## config.mk

```make
export PLATFORM = sky130hd
export DESIGN_NAME = serial_vid_startup_control
export DESIGN_NICKNAME = d
export VERILOG_FILES = /design/src/logic/serial_voltage_code_pkg.sv /design/src/logic/serial_vid_startup_control.sv
export VERILOG_INCLUDE_DIRS = /design/src /design/src/logic
export SDC_FILE = /design/constraint.sdc
export NUM_CORES = 1
export LEC_CHECK = 0
export CAP_MARGIN = 20
export CORE_UTILIZATION = 50
export CTS_CLUSTER_SIZE = 20
export DETAILED_ROUTE_END_ITERATION = 7
export DONT_BUFFER_PORTS = 1
export HOLD_SLACK_MARGIN = 0.1
export SLEW_MARGIN = 0
export SYNTH_ARGS = -nofsm -noshare
export SYNTH_HDL_FRONTEND = slang
export SYNTH_SLANG_ARGS = --single-unit
```

## constraint.sdc

```tcl
create_clock -name sys_clk -period 3.73 [get_ports sys_clk]
set_input_delay 0.373 -clock sys_clk [delete_from_list [all_inputs] [get_ports sys_clk]]
set_output_delay 0.373 -clock sys_clk [all_outputs]
set_load 0.02 [all_outputs]
```

## src/logic/serial_voltage_code_params.svh

```systemverilog
// Constants for the serial voltage-ID start-up controller
`ifndef SERIAL_VOLTAGE_CODE_PARAMS_SVH
`define SERIAL_VOLTAGE_CODE_PARAMS_SVH
// Voltage codes, 12.5 mV per step down from 1.5500 V
`define CODE_1V40 7'h0c
`define CODE_1V20 7'h1c
`define CODE_1V10 7'h24
`define CODE_1V00 7'h2c
`define CODE_0V90 7'h34
`define CODE_0V80 7'h3c
`define CODE_FLOOR 7'h54
`define CODE_OFF_MIN 7'h7c
`define DAC_RESET_CODE 7'h7c
// Two-pin code values, clock pin level then data pin level
`define PAIR_00 2'h0
`define PAIR_01 2'h1
`define PAIR_10 2'h2
// Address byte fields, write bit included; bit counts, ack and power-save levels
`define ADDR_PREFIX 3'h6
`define ADDR_WRITE 1'h0
`define SEL_NONE 2'h0
`define BIT_LAST 3'h7
`define BIT_FIRST 3'h0
`define ACK_LEVEL 1'h0
`define PSI_RESET 1'h1
`endif

```

## src/logic/serial_voltage_code_pkg.sv

```systemverilog
// Types shared by the serial voltage-ID start-up controller
package serial_voltage_code_pkg;
  typedef enum logic [1:0] {PWR_FAULT, PWR_SOFTSTART, PWR_RUN, PWR_VIDOFF} pwr_state_t;
  typedef enum logic [2:0] {RX_IDLE, RX_ADDR, RX_ADDR_ACK, RX_DATA, RX_DATA_ACK, RX_IGNORE}
    rx_state_t;
  typedef struct packed {
    logic enable;
    logic powerReady;
    logic powerReadyAtRail;
    logic gateSupplyUv;
    logic overCurrent;
    logic overVoltage;
    logic senseOpen;
    logic chainOpen;
    logic ssAboveEaClamp;
    logic ssAboveDelay;
    logic ssAtDischargeFloor;
    logic ssBelowDisable;
    logic vidClock;
    logic vidData;
  } pin_in_t;
  typedef struct packed {
    logic overVoltage;
    logic senseOpen;
    logic chainOpen;
  } hard_fault_t;
  typedef struct packed {
    logic [6:0] level1;
    logic [6:0] level2;
  } dac_pair_t;
endpackage : serial_voltage_code_pkg
```

## src/logic/serial_vid_startup_control.sv

```systemverilog
// Start-up sequencing, fault latches and serial voltage-ID receiver
//
// What this block does
// - On enable rise without fault, latch two-pin boot code, start soft start, set DACs.
// - Boot code clock,data: 00=1.1V, 01=1.0V, 10=0.9V, 11=0.8V.
// - Fixed mode code clock,data: 00=1.4V, 01=1.2V, 10=1.0V, 11=0.8V, both DACs.
// - Hold error amp low until node reaches 1.4V, then track node minus offset.
// - Power-good may rise only once node passes the delay comparator threshold.
// - Power-ok enables the receiver outside fixed mode; afterwards only commands change DAC targets.
// - Gate-supply undervoltage, over-current or enable low set restartable latch at once.
// - Restartable latch forces error amp low, power-good low, discharges node.
// - Discharge comparator trip with cause gone clears latch and restarts soft start.
// - Over-voltage, open sense, open chain latch until gate supply cycles; same effects.
// - Off codes discharge node and hold error amp low, power-good unchanged.
// - A non-off code after an off code restarts soft start at new voltage.
// - Node held below 0.6V externally means output disabled.
// - Serial clock pin is input only; never driven, never stretched.
// - Receiver idles until data falls while clock is high.
// - Acknowledge only one of three addresses; otherwise no ack, ignore transaction.
// - Acknowledge by driving data pin low through the acknowledge bit.
// - Data bit 7 high releases power-save output; low drives it low.
// - Bits 6..0: 0 is 1.55V, 12.5mV steps down, floor 0.5V below off codes.
// - Acknowledge data; non-off byte updates addressed DAC targets immediately.
// - Address 110xx100 output 1, 110xx010 output 2, 110xx110 both; x ignored.
// - Power-ok tied to gate rail at enable selects the fixed code table.
// - Keep boot code; power-ok drop with enable high returns DACs to it.
`timescale 1ns/10ps
`include "serial_voltage_code_params.svh"

module serial_vid_startup_control import serial_voltage_code_pkg::*; (
  // Clock and reset
  input wire logic sys_clk,
  input wire logic rst,
  // Control pins
  input wire logic enableIn,
  input wire logic hostPowerReadyInput,
  input wire logic powerReadyAtGateRail,
  // Fault detectors
  input wire logic gateSupplyUv,
  input wire logic overCurrent,
  input wire logic overVoltage,
  input wire logic remoteSenseLinesOpen,
  input wire logic phaseChainOpen,
  // Soft-start node comparators
  input wire logic ssAboveEaClamp,
  input wire logic ssAboveDelay,
  input wire logic ssAtDischargeFloor,
  input wire logic ssBelowDisable,
  // Serial voltage-ID pins
  input wire logic serialVidClock,
  input wire logic serialVidDataIn,
  output logic serialVidDataOut,
  output logic serialVidDataOe,
  // Analog control outputs
  output logic errorAmpOutputHoldLow,
  output logic trackSoftstart,
  output logic softstartCharge,
  output logic softstartDischarge,
  output logic regulationGoodOutput,
  output logic outputDisabled,
  output logic powerSaveIndicator_n,
  output dac_pair_t referenceDacLevel,
  // Status
  output logic fixedVoltageMode,
  output logic receiverEnabled
);

  // ****************************************
  // Input synchronisers
  // ****************************************
  pin_in_t pinsRaw;
  pin_in_t pinsMeta_reg;
  pin_in_t pins;
  logic enablePrev_reg;
  logic powerPrev_reg;
  logic clockPrev_reg;
  logic dataPrev_reg;

  assign pinsRaw = '{enable: enableIn, powerReady: hostPowerReadyInput,
                     powerReadyAtRail: powerReadyAtGateRail, gateSupplyUv: gateSupplyUv,
                     overCurrent: overCurrent, overVoltage: overVoltage,
                     senseOpen: remoteSenseLinesOpen, chainOpen: phaseChainOpen,
                     ssAboveEaClamp: ssAboveEaClamp, ssAboveDelay: ssAboveDelay,
                     ssAtDischargeFloor: ssAtDischargeFloor, ssBelowDisable: ssBelowDisable,
                     vidClock: serialVidClock, vidData: serialVidDataIn};

  always_ff @(posedge sys_clk) begin
    pinsMeta_reg <= pinsRaw;
    pins <= pinsMeta_reg;
  end

  always_ff @(posedge sys_clk) begin
    if (rst) begin
      enablePrev_reg <= 1'b0;
      powerPrev_reg <= 1'b0;
      clockPrev_reg <= 1'b1;
      dataPrev_reg <= 1'b1;
    end else begin
      enablePrev_reg <= pins.enable;
      powerPrev_reg <= pins.powerReady;
      clockPrev_reg <= pins.vidClock;
      dataPrev_reg <= pins.vidData;
    end
  end

  logic enableRise;
  logic powerFall;
  logic clockRise;
  logic clockFall;
  logic startCond;
  logic stopCond;

  assign enableRise = pins.enable & ~enablePrev_reg;
  assign powerFall = ~pins.powerReady & powerPrev_reg;
  assign clockRise = pins.vidClock & ~clockPrev_reg;
  assign clockFall = ~pins.vidClock & clockPrev_reg;
  assign startCond = pins.vidClock & clockPrev_reg & dataPrev_reg & ~pins.vidData;
  assign stopCond = pins.vidClock & clockPrev_reg & ~dataPrev_reg & pins.vidData;

  // ****************************************
  // Fault latches
  // ****************************************
  logic restartFault_reg;
  hard_fault_t hardFault_reg;
  logic restartCause;
  logic restartFaultNow;
  logic anyFault;

  assign restartCause = pins.gateSupplyUv | pins.overCurrent | ~pins.enable;
  assign restartFaultNow = restartFault_reg | restartCause;
  assign anyFault = restartFaultNow | (|hardFault_reg);

  // Set wins over the floor-reached clear
  always_ff @(posedge sys_clk) begin
    if (rst) begin
      restartFault_reg <= 1'b0;
    end else if (restartCause) begin
      restartFault_reg <= 1'b1;
    end else if (restartFault_reg && pins.ssAtDischargeFloor) begin
      restartFault_reg <= 1'b0;
    end
  end

  // Only a gate supply collapse clears these, which is what power cycling looks like
  always_ff @(posedge sys_clk) begin
    if (rst) begin
      hardFault_reg <= '0;
    end else begin
      hardFault_reg.overVoltage <= pins.overVoltage |
                                   (hardFault_reg.overVoltage & ~pins.gateSupplyUv);
      hardFault_reg.senseOpen <= pins.senseOpen |
                                 (hardFault_reg.senseOpen & ~pins.gateSupplyUv);
      hardFault_reg.chainOpen <= pins.chainOpen |
                                 (hardFault_reg.chainOpen & ~pins.gateSupplyUv);
    end
  end

  // ****************************************
  // Receiver
  // ****************************************
  rx_state_t rxState_reg;
  logic [7:0] shift_reg;
  logic [2:0] bitCount_reg;
  logic [1:0] targetSel_reg;
  logic fixedMode_reg;
  logic rxEnable;
  logic [7:0] byteNext;
  logic addrMatch;
  logic cmdStrobe;
  logic offCode;
  logic nonOffCmd;
  logic offCmd;

  assign rxEnable = pins.powerReady & pins.enable & ~fixedMode_reg;
  assign byteNext = {shift_reg[6:0], pins.vidData};
  assign addrMatch = (byteNext[7:5] == `ADDR_PREFIX) && (byteNext[0] == `ADDR_WRITE) &&
                     (byteNext[2:1] != `SEL_NONE);
  assign cmdStrobe = (rxState_reg == RX_DATA) && clockRise && (bitCount_reg == `BIT_LAST);
  assign offCode = byteNext[6:0] >= `CODE_OFF_MIN;
  assign nonOffCmd = cmdStrobe & ~offCode;
  assign offCmd = cmdStrobe & offCode;

  always_ff @(posedge sys_clk) begin
    if (rst || !rxEnable) begin
      rxState_reg <= RX_IDLE;
      bitCount_reg <= `BIT_FIRST;
      serialVidDataOe <= 1'b0;
    end else if (startCond) begin
      rxState_reg <= RX_ADDR;
      bitCount_reg <= `BIT_FIRST;
      serialVidDataOe <= 1'b0;
    end else if (stopCond) begin
      rxState_reg <= RX_IDLE;
      serialVidDataOe <= 1'b0;
    end else begin
      case (rxState_reg)
        RX_ADDR, RX_DATA: begin
          if (clockRise) begin
            bitCount_reg <= bitCount_reg + 3'h1;
            if (bitCount_reg == `BIT_LAST) begin
              if (rxState_reg == RX_DATA) begin
                rxState_reg <= RX_DATA_ACK;
              end else if (addrMatch) begin
                rxState_reg <= RX_ADDR_ACK;
              end else begin
                rxState_reg <= RX_IGNORE;
              end
            end
          end
        end
        RX_ADDR_ACK, RX_DATA_ACK: begin
          // Drive low from the fall after bit 8 to the fall after the ack clock
          if (clockFall) begin
            serialVidDataOe <= ~serialVidDataOe;
            if (serialVidDataOe) begin
              bitCount_reg <= `BIT_FIRST;
              rxState_reg <= (rxState_reg == RX_ADDR_ACK) ? RX_DATA : RX_IDLE;
            end
          end
        end
        RX_IDLE, RX_IGNORE: begin
          serialVidDataOe <= 1'b0;
        end
        default: begin
          rxState_reg <= RX_IDLE;
          serialVidDataOe <= 1'b0;
        end
      endcase
    end
  end

  always_ff @(posedge sys_clk) begin
    if (rst) begin
      shift_reg <= '0;
    end else if (clockRise) begin
      shift_reg <= byteNext;
    end
  end

  always_ff @(posedge sys_clk) begin
    if (rst) begin
      targetSel_reg <= `SEL_NONE;
    end else if ((rxState_reg == RX_ADDR) && clockRise && (bitCount_reg == `BIT_LAST)) begin
      targetSel_reg <= byteNext[2:1];
    end
  end

  // ****************************************
  // Voltage targets
  // ****************************************
  logic [1:0] bootCode_reg;
  logic [6:0] cmdLevel;

  function automatic logic [6:0] pairLevel(input logic fixedMode, input logic [1:0] code);
    logic [6:0] level;
    level = `CODE_0V80;
    case (code)
      `PAIR_00: level = fixedMode ? `CODE_1V40 : `CODE_1V10;
      `PAIR_01: level = fixedMode ? `CODE_1V20 : `CODE_1V00;
      `PAIR_10: level = fixedMode ? `CODE_1V00 : `CODE_0V90;
      default: level = `CODE_0V80;
    endcase
    return level;
  endfunction : pairLevel

  // Codes from the floor up to the off codes all give the floor voltage
  assign cmdLevel = (byteNext[6:0] > `CODE_FLOOR) ? `CODE_FLOOR : byteNext[6:0];

  always_ff @(posedge sys_clk) begin
    if (rst) begin
      bootCode_reg <= `PAIR_00;
      fixedMode_reg <= 1'b0;
    end else if (enableRise && !restartCause && !(|hardFault_reg)) begin
      bootCode_reg <= {pins.vidClock, pins.vidData};
      fixedMode_reg <= pins.powerReadyAtRail;
    end
  end

  always_ff @(posedge sys_clk) begin
    if (rst) begin
      referenceDacLevel <= '{level1: `DAC_RESET_CODE, level2: `DAC_RESET_CODE};
    end else if (enableRise && !restartCause && !(|hardFault_reg)) begin
      referenceDacLevel.level1 <= pairLevel(pins.powerReadyAtRail,
                                            {pins.vidClock, pins.vidData});
      referenceDacLevel.level2 <= pairLevel(pins.powerReadyAtRail,
                                            {pins.vidClock, pins.vidData});
    end else if (powerFall && pins.enable && !fixedMode_reg) begin
      referenceDacLevel.level1 <= pairLevel(1'b0, bootCode_reg);
      referenceDacLevel.level2 <= pairLevel(1'b0, bootCode_reg);
    end else if (nonOffCmd) begin
      if (targetSel_reg[1]) begin
        referenceDacLevel.level1 <= cmdLevel;
      end
      if (targetSel_reg[0]) begin
        referenceDacLevel.level2 <= cmdLevel;
      end
    end
  end

  always_ff @(posedge sys_clk) begin
    if (rst) begin
      powerSaveIndicator_n <= `PSI_RESET;
    end else if (cmdStrobe) begin
      powerSaveIndicator_n <= byteNext[7];
    end
  end

  // ****************************************
  // Power sequence
  // ****************************************
  pwr_state_t pwrState_reg;

  always_ff @(posedge sys_clk) begin
    if (rst) begin
      pwrState_reg <= PWR_FAULT;
    end else if (anyFault) begin
      pwrState_reg <= PWR_FAULT;
    end else begin
      case (pwrState_reg)
        PWR_FAULT: pwrState_reg <= PWR_SOFTSTART;
        PWR_SOFTSTART, PWR_RUN: begin
          if (offCmd) begin
            pwrState_reg <= PWR_VIDOFF;
          end else if (pwrState_reg == PWR_SOFTSTART && pins.ssAboveDelay) begin
            pwrState_reg <= PWR_RUN;
          end else if (pins.ssBelowDisable) begin
            pwrState_reg <= PWR_SOFTSTART;
          end
        end
        PWR_VIDOFF: begin
          if (nonOffCmd) begin
            pwrState_reg <= PWR_SOFTSTART;
          end
        end
        default: pwrState_reg <= PWR_FAULT;
      endcase
    end
  end

  // Power-good is held, not cleared, through an off code
  always_ff @(posedge sys_clk) begin
    if (rst) begin
      regulationGoodOutput <= 1'b0;
    end else if (anyFault || pins.ssBelowDisable) begin
      regulationGoodOutput <= 1'b0;
    end else if (pwrState_reg == PWR_SOFTSTART && pins.ssAboveDelay) begin
      regulationGoodOutput <= 1'b1;
    end
  end

  // ****************************************
  // Outputs
  // ****************************************
  assign softstartDischarge = anyFault || pwrState_reg == PWR_FAULT ||
                              pwrState_reg == PWR_VIDOFF;
  assign softstartCharge = ~softstartDischarge;
  assign errorAmpOutputHoldLow = softstartDischarge | ~pins.ssAboveEaClamp |
                                 pins.ssBelowDisable;
  assign trackSoftstart = (pwrState_reg == PWR_SOFTSTART) & ~errorAmpOutputHoldLow;
  assign outputDisabled = pins.ssBelowDisable;
  assign serialVidDataOut = `ACK_LEVEL;
  assign fixedVoltageMode = fixedMode_reg;
  assign receiverEnabled = rxEnable;
  // The clock pin has no output path at all, so it can never be stretched

endmodule : serial_vid_startup_control

```

# After elaboration in Yosys (flattened, before gate mapping)
# Index checks and enable logic that the tools add are counted.
# Widths: inputs -> output; s select.
# totals
regBits	73
output_inout_bits	25
inputBits	16
elab_cells	200
# classes
reduce_logical	46
order_cmp	2
n_eq_ne	25
bitwise	43
mux	34
addsub	1
# op_table
op	n
$mux 14	3
$mux 3	9
$mux 7	3
$ne 4x4->1 const B	5
$pmux 6 s3	1
$and 1x1->1	17
$not 1->1	17
$pmux 5 s3	1
$reduce_and 5->1	3
$reduce_or 2->1	7
$eq 3x3->1 const B	4
$logic_and 1x1->1	12
$mux 6	2
$mux 2	5
$ne 2x2->1 const B	5
$or 1x1->1	9
$pmux 3 s3	1
$reduce_bool 3->1	3
$eq 2x2->1 const B	4
$reduce_and 2->1	4
$ge 7x7->1 const B	1
$gt 7x7->1 const B	1
$eq 2x1->1 const B	3
$eq 3x2->1 const B	2
14 further kinds	29

# Longest topological paths before layout
# Gate-level depths: netlist of the first run.
# depth
depth_word	10
depth_mapped	8
ltp_nobuf	7

# Worst setup path before layout of the first run
# Ideal clock, no wire load.
# synth_path
path_type	register to output
start	register pins[13] in the netlist's numbering
end	output port trackSoftstart
required_time_ns	3.357
setup_slack_ns	1.104
arrival_ns	2.253
n_path_buf	0
stages_incl_launch_ff	6
cell_sequence	dfxtp_1 > or3b_4 > or4_1 > nor3_2 > nand3_1 > nor2_1
# synth_via
elab_chain_cells	10
# synth_rtl
item	line	rtl
start, declared	serial_vid_startup_control.sv:73	pin_in_t pins;
start signal, assigned	serial_vid_startup_control.sv:89	pins <= pinsMeta_reg;
$not 1->1	serial_vid_startup_control.sv:129	assign restartCause = pins.gateSupplyUv | pins.overCurrent | ~pins.enable;
$or 1x1->1	serial_vid_startup_control.sv:129	
$or 1x1->1	serial_vid_startup_control.sv:130	assign restartFaultNow = restartFault_reg | restartCause;
$or 1x1->1	serial_vid_startup_control.sv:131	assign anyFault = restartFaultNow | (|hardFault_reg);
$logic_or 1x1->1 (2 in series)	serial_vid_startup_control.sv:354	assign softstartDischarge = anyFault || pwrState_reg == PWR_FAULT ||
$or 1x1->1 (2 in series)	serial_vid_startup_control.sv:357	assign errorAmpOutputHoldLow = softstartDischarge | ~pins.ssAboveEaClamp |
via errorAmpOutputHoldLow	serial_vid_startup_control.sv:55	output logic errorAmpOutputHoldLow,
$not 1->1	serial_vid_startup_control.sv:359	assign trackSoftstart = (pwrState_reg == PWR_SOFTSTART) & ~errorAmpOutputHoldLow;
$and 1x1->1	serial_vid_startup_control.sv:359	
end, declared	serial_vid_startup_control.sv:56	output logic trackSoftstart,
# The timed path passes the listed nets, and every way through them passes these cells.

# Final worst setup path of the first run
# Ends and elaborated chain as after synthesis.

==> qor.yml, run 1 <==
status: "finished clean"
grt_max_degree: 19
viasPerCell: 5.31
avgSynthCellArea_sq_um: 9.51
grt_overflow_total: 0
dp_hpwl_mm: 3.49
io_buffers: 0
grt_setup_unrepaired: "false"
finalCritPeriodShare_pct: 85.3
ys_seq_area_share_pct: 51.6
initial_utilization_pct: 51.8
place_congestion: 0.776
die_h_um: 77.3
fillers: 506
path_cells: "or3b_4 > or4_1 > nor3_2 > nand3_1 > nor2_1"
dp_slack_ns: 0.903
clkTransAtPathRegs_ns: 0.08
clockBufferDepth: 2
ys_warn_count: 0
routed_wl_mm: 5.24
grt_antenna_before_repair: 0
clock_sinks: 73
synth_cell_types: 52
ant_nets: 0
cts_resized: 0
finClkSkew_ns: 0.00531
drv_cap: 0
critical_path.top_delay_family: "simple AND/OR/NAND/NOR gates"
rr_endpoint: "bitCount_reg[2]$_SDFFE_PP0P_"
post_drt_wl_per_cell_um: 13.6
htree_levels: 3
fin_crit_ns: 3.18
grt_pass1_wl_mm: 8.88
antenna_cells: 0
p_per_area_nw_per_um2: 505
syn-num-nets: 319
finalSetupViolCount: 0
clock_latency_ns: 0.34
die-area_sq_um: 5970
rows: 27
final_nets: 329
hold_viol: 0
fp.dieW_um: 77.3
cp_data_arrival_time_ns: 2.81
ir_drop_v: 0.000395
synth_enable_flop_cells: 0
synthArstFlopShare_pct: 0
r2r_slack_ns: 1.47
core_sq_um: 5470
timing.final.max_slew_violations: 0
ys_seq_elements: 73
critPathRequiredTime_ns: 3.36
crit_type: "flop to primary output"
critical_path_peak_fanout: 5
cpMaxStageDelayCell: "or4_1"
p_leak_uw: 0.00125
hold_path.class: "input port to flop"
drive_gt1_share_pct: 9.58
cpPeakStageDelay_ns: 0.54
worstMarginPinSlew_ns: 0.736
r2r.worst_path.cells: 5
vias: 2045
first_global_vias: 1952
min_to: "powerSaveIndicator_n$_SDFFE_PP1P_"
pin_count: 41
r2r_start: "pins[1]$_DFF_P_"
cts_buffers: 9
grt_usage_pct: 19.3
max_clock_freq_mhz: 314
setup_ws_ns: 0.549
hold_buffers: 15
synth_ff_type: "dfxtp_1"
post_cts_buffers: 0
hold_depth: 1
cp-start-kind: "flop"
cts_tree: "built"
drt_iter0_drc: 79
syn_area_sq_um: 2830
slew_headroom_pct: 50.8
synth_cells: 298
fin_tns_setup_ns: 0
area_growth_syn_to_layout_pct: 14.8
worstSetupPathDepth: 5
drt_first_pass_iters: 4
route.detailed.drc: 0
end_kind: "primary output"
min_from: "rst"
path_buf_inv: 0
clock-root-buffer: "clkbuf_8"
whs_ns: 0.128
metal layers:
| metal | part of all wire, % | up-vias | global-route usage, % | wire (um) |
|---|---|---|---|---|
| met4 | 1.2 | 0 | 7.92 | 63 |
| met5 | 0 | - | 0 | 0 |
| met1 | 48 | 951 | 23.3 | 2490 |
| met3 | 3.4 | 6 | 5.83 | 177 |
| li1 | - | 1051 | - | - |
| met2 | 48 | 37 | 31.6 | 2510 |
power by group:
| part | switching [uW] | leakage, uW | internal [uW] |
|---|---|---|---|
| registers | 24.3 | 0.000603 | 806 |
| clock network | 306 | 0.000122 | 452 |
| logic | 26.3 | 0.000522 | 29.3 |
cell usage after synthesis (5+ instances only):
cell type,instances,share of area (%)
nor3_1,5,0.88
or2_2,7,1.5
nand2b_1,6,1.3
nor2_1,25,3.3
nand2_1,26,3.4
a21oi_1,24,4.2
or3_1,5,1.1
mux2i_1,18,6.4
dfxtp_1,73,52
clkbuf_1,12,1.6
ha_1,5,2.2
inv_1,13,1.7
nand3_1,6,1.1
o21ai_0,10,1.8
cells by family (layout without fill, tap and decap cells):
group	after synthesis	count (layout)	share of synthesized area, %
other cells	1	1	0.132
mux	19	19	6.75
fa+ha+maj	5	5	2.21
xor+xnor	4	4	1.24
buf+inv	29	44	4.24
compound gates	62	62	14.2
simple gates	105	105	19.7
flops	73	73	51.6
worst register-to-register path, stage by stage (launching register included):
cell and delay (ns):
dfxtp_1 0.58, nor2b_1 0.57, a21oi_1 0.20, a221oi_1 0.55
nand2b_1 0.19, a21oi_1 0.06
cells in the final DEF (no fill, tap or decap), types with 2 or more instances in the layout:
| master | count |
|---|---|
| o21ai_0 | 10 |
| dlygate4sd3_1 | 15 |
| or3_1 | 5 |
| bufinv_16 | 3 |
| or2_2 | 7 |
| a21o_1 | 2 |
| nand3_1 | 6 |
| nor2_1 | 25 |
| xor2_1 | 4 |
| nor2b_1 | 4 |
| o21bai_1 | 2 |
| nand2_1 | 26 |
| dfxtp_1 | 73 |
| inv_1 | 13 |
| a211o_1 | 3 |
| o21a_1 | 4 |
| nand2b_1 | 6 |
| ha_1 | 5 |
| nor3_1 | 5 |
| and2_1 | 4 |
| mux2i_1 | 18 |
| nand4b_1 | 3 |
| a211oi_2 | 2 |
| and3b_1 | 2 |
| a22oi_1 | 2 |
| a31oi_1 | 4 |
| a21oi_1 | 24 |
| clkbuf_8 | 9 |
worst max path at each step:
| stage | start | end | slack [ns] |
|---|---|---|---|
| 2_1_floorplan | pins[13]$_DFF_P_ | trackSoftstart | 1.10 |
| 3_3_place_gp | pins[13]$_DFF_P_ | trackSoftstart | 0.96 |
| 3_5_place_dp | pins[13]$_DFF_P_ | trackSoftstart | 0.90 |
| 4_1_cts | pins[13]$_DFF_P_ | trackSoftstart | 0.52 |
| 5_1_grt | pins[13]$_DFF_P_ | trackSoftstart | 0.42 |
| 6_report | pins[13]$_DFF_P_ | trackSoftstart | 0.55 |
per-stage QoR:
| step | util [%] | cells | power, uW | instance area [sq um] |
|---|---|---|---|---|
| after floorplan | - | 298 | 885 | 2830 |
| after global placement | 52.1 | 354 | 889 | 2850 |
| after detailed placement | 52.1 | 354 | 890 | 2850 |
| after CTS | 59.4 | 385 | 1660 | 3250 |
| after global routing | 59.4 | 385 | 1710 | 3250 |
| final | 59.4 | 385 | 1640 | 3250 |
cell type report:
| cell class | count | area [sq um] | share of cell area, % |
|---|---|---|---|
| Multi-Input combinational cell | 196 | 1250 | 38.5 |
| Clock buffer | 9 | 124 | 3.81 |
| Timing Repair Buffer | 15 | 150 | 4.62 |
| Clock inverter | 7 | 126 | 3.88 |
| Sequential cell | 73 | 1460 | 44.9 |
| Tap cell | 72 | 90.1 | 2.77 |
| Inverter | 13 | 48.8 | 1.50 |
Power figures use the tool's default switching activity.
==> run 2: changes to the inputs <==
--- a/config.mk
+++ b/config.mk
@@ -7,6 +7,7 @@
 export NUM_CORES = 1
 export LEC_CHECK = 0
 export CAP_MARGIN = 20
+export CORE_MARGIN = 2
 export CORE_UTILIZATION = 50
 export CTS_CLUSTER_SIZE = 20
 export DETAILED_ROUTE_END_ITERATION = 7
==> constraint.sdc (replaced) <==
create_clock -name sys_clk -period 4 [get_ports sys_clk]
set_input_delay 0.4 -clock sys_clk [delete_from_list [all_inputs] [get_ports sys_clk]]
set_output_delay 0.4 -clock sys_clk [all_outputs]
set_load 0.02 [all_outputs]
==> run 2 against run 1 <==
Total power fell by 10%; first-iteration DRC count is 25% lower; sequential power down 6.6%; die area grew 5.2%; utilization is 0.66 points lower; clock skew increased by 0.0054 ns; critical endpoint unchanged; final area is 0.50% lower; sequential cell count unchanged; global-route usage down 0.25 points; count of clock-buffer cells in the layout unchanged.
==> qor.yml, run 2 (same netlist as run 1, synthesis figures left out) <==
status: "finished clean"
clkTransAtPathRegs_ns: 0.08  # about the same
grt_overflow_total: 0  # unchanged
io_buffers: 0  # unchanged
antenna_cells: 0  # unchanged
mostFrequentLayoutCell: "dfxtp_1"
finalCritPeriodShare_pct: 79.5
cts_tree: "built"
p_leak_uw: 0.00124  # -0.26%
drv_cap: 0  # unchanged
min_to: "shift_reg[4]$_SDFFE_PP0N_"
cp-start-kind: "flop"
fin_crit_ns: 3.18
first_global_vias: 1971  # +0.97%
critPathRequiredTime_ns: 3.60  # +0.24 ns
p_comb_share_pct: 3.5  # about the same
drive_gt1_share_pct: 9.55  # -0.031 points
crit_type: "flop to primary output"
viasPerCell: 5.33  # +0.42%
switching_share_pct: 22.9  # +1.2 points
ant_nets: 0  # unchanged
pin_count: 41  # unchanged
slew_headroom_pct: 51.0  # +0.22 points
highest_layer: "met4"
max_clock_freq_mhz: 314
dp_hpwl_mm: 3.55  # +1.7%
ir_drop_v: 0.000332  # -16%
grt_pass1_wl_mm: 9.25  # +4.1%
p_per_area_nw_per_um2: 456  # -9.8%
post_drt_wl_per_cell_um: 14.2  # +4.2%
fin_area_sq_um: 3240  # -0.50%
r2r.worst_path.cells: 6  # +1
hold_path.class: "input port to flop"
r2r_slack_ns: 1.77  # +0.30 ns
r2r_start: "bitCount_reg[0]$_SDFFE_PP0P_"
power_switching_uw: 338  # -5.2%
final_nets: 330  # +0.30%
critical_path.top_delay_family: "simple AND/OR/NAND/NOR gates"
clock_latency_ns: 0.35  # about the same
die_h_um: 79.3  # +2.6%
clock_sinks: 73  # unchanged
cpPeakStageDelay_ns: 0.54  # about the same
power.internal_uw: 1140  # -12%
met3_length_um: 273  # +54%
clock-root-buffer: "clkbuf_8"
htree_levels: 3  # unchanged
drt_iter0_drc: 59  # -25%
area_growth_syn_to_layout_pct: 14.2
mostFrequentLayoutCells: "73 x dfxtp_1, 26 x nand2_1, 25 x nor2_1, 24 x a21oi_1, 18 x mux2i_1"
worstMarginPinSlew_ns: 0.728  # -0.00878 ns
wl_met2_mm: 2.46  # -1.9%
clockBufferDepth: 2  # unchanged
cts_buffers: 9  # unchanged
routed_wl_mm: 5.47  # +4.4%
place_congestion: 0.769  # -0.85%
hold_depth: 1  # unchanged
grt_setup_unrepaired: "false"
dpl_cell_area_sq_um: 2850  # unchanged
grt_max_degree: 31  # +12
critical_path_peak_fanout: 5  # unchanged
seqPwrFrac_pct: 52.5  # +2.0 points
path_cells: "or3b_4 > or4_1 > nor3_2 > nand3_1 > nor2_1"
drt_first_pass_iters: 4  # unchanged
hold_viol: 0  # unchanged
p_clk_share_pct: 44.0  # -2.1 points
finalSetupViolCount: 0  # unchanged
cp_data_arrival_time_ns: 2.78  # -0.03 ns
min_from: "rst"
timing.final.max_slew_violations: 0  # unchanged
cpMaxStageDelayCell: "or4_1"
rows: 27  # unchanged
fillers: 473  # -6.5%
fp.dieW_um: 79.3  # +2.6%
grt_usage_pct: 19.0  # -0.25 points
wl_met1_mm: 2.66  # +6.9%
fin_tns_setup_ns: 0  # unchanged
initial_utilization_pct: 51.5  # -0.32 points
route.detailed.drc: 0  # unchanged
rr_endpoint: "referenceDacLevel[5]$_SDFFE_PP1P_"
die-area_sq_um: 6290  # +5.2%
finClkSkew_ns: 0.0108  # +0.00544 ns
vias: 2059  # +0.68%
end_kind: "primary output"
path_buf_inv: 0  # unchanged
core_sq_um: 5510  # +0.62%
grt_antenna_before_repair: 0  # unchanged
==> run 2: worst max path at each step <==
stage | to | depth (start not counted) | from
after floorplan | trackSoftstart | 5 | pins[13]$_DFF_P_
after global placement | trackSoftstart | 5 | pins[13]$_DFF_P_
after detailed placement | trackSoftstart | 5 | pins[13]$_DFF_P_
after CTS | trackSoftstart | 5 | pins[13]$_DFF_P_
after global routing | trackSoftstart | 5 | pins[13]$_DFF_P_
final | trackSoftstart | 5 | pins[13]$_DFF_P_
==> run 2: final cells by class <==
cell class / instances / area [sq um] / share of cell area, %
clock buffer: 9 / 124 / 3.83
clock inverter: 7 / 100 / 3.09
inverter: 13 / 48.8 / 1.51
multi-input combinational: 196 / 1250 / 38.7
sequential: 73 / 1460 / 45.1
tap: 72 / 90.1 / 2.78
timing repair buffer: 16 / 160 / 4.95
==> run 2: power by group through the flow <==
stage / sequential, uW / combinational [uW] / clock, uW
2_1_floorplan: 785 / 40.6 / 0
6_report: 775 / 51.7 / 649
4_1_cts: 775 / 50.4 / 666
5_1_grt: 779 / 57.1 / 694
3_3_place_gp: 791 / 38.0 / 0
3_5_place_dp: 792 / 38.4 / 0
==> run 2: worst register-to-register path, cell delays in order, from the launching register on <==
cell and delay, ns:
dfxtp_1 0.36, ha_1 0.17, ha_1 0.25, nand3b_1 0.21, a211oi_2 0.59, nor2_1 0.22, a211o_1 0.33
==> run 2: timing repair <==
action,in CTS,in global routing
hold endpoints to repair,19,4
hold buffers,15,1
buffers inserted,0,0
resized for setup,0,0
==> run 2: metal layers <==
metal | up-vias | global-route usage [%]
met2 | 38 | 29.5
met1 | 962 | 24.0
met4 | 0 | 6.90
li1 | 1052 | -
met5 | - | 0
met3 | 7 | 7.50
==> run 2: per-stage QoR <==
stage	setup slack, ns	hold slack, ns	utilization, %	power (uW)	cells
5_1_grt	0.637	0.101	58.8	1530	386
3_3_place_gp	1.21	0.311	51.8	829	354
3_5_place_dp	1.17	0.312	51.8	831	354
6_report	0.820	0.117	58.8	1480	386
4_1_cts	0.777	0.100	58.6	1490	385
2_1_floorplan	1.35	0.310	-	825	298
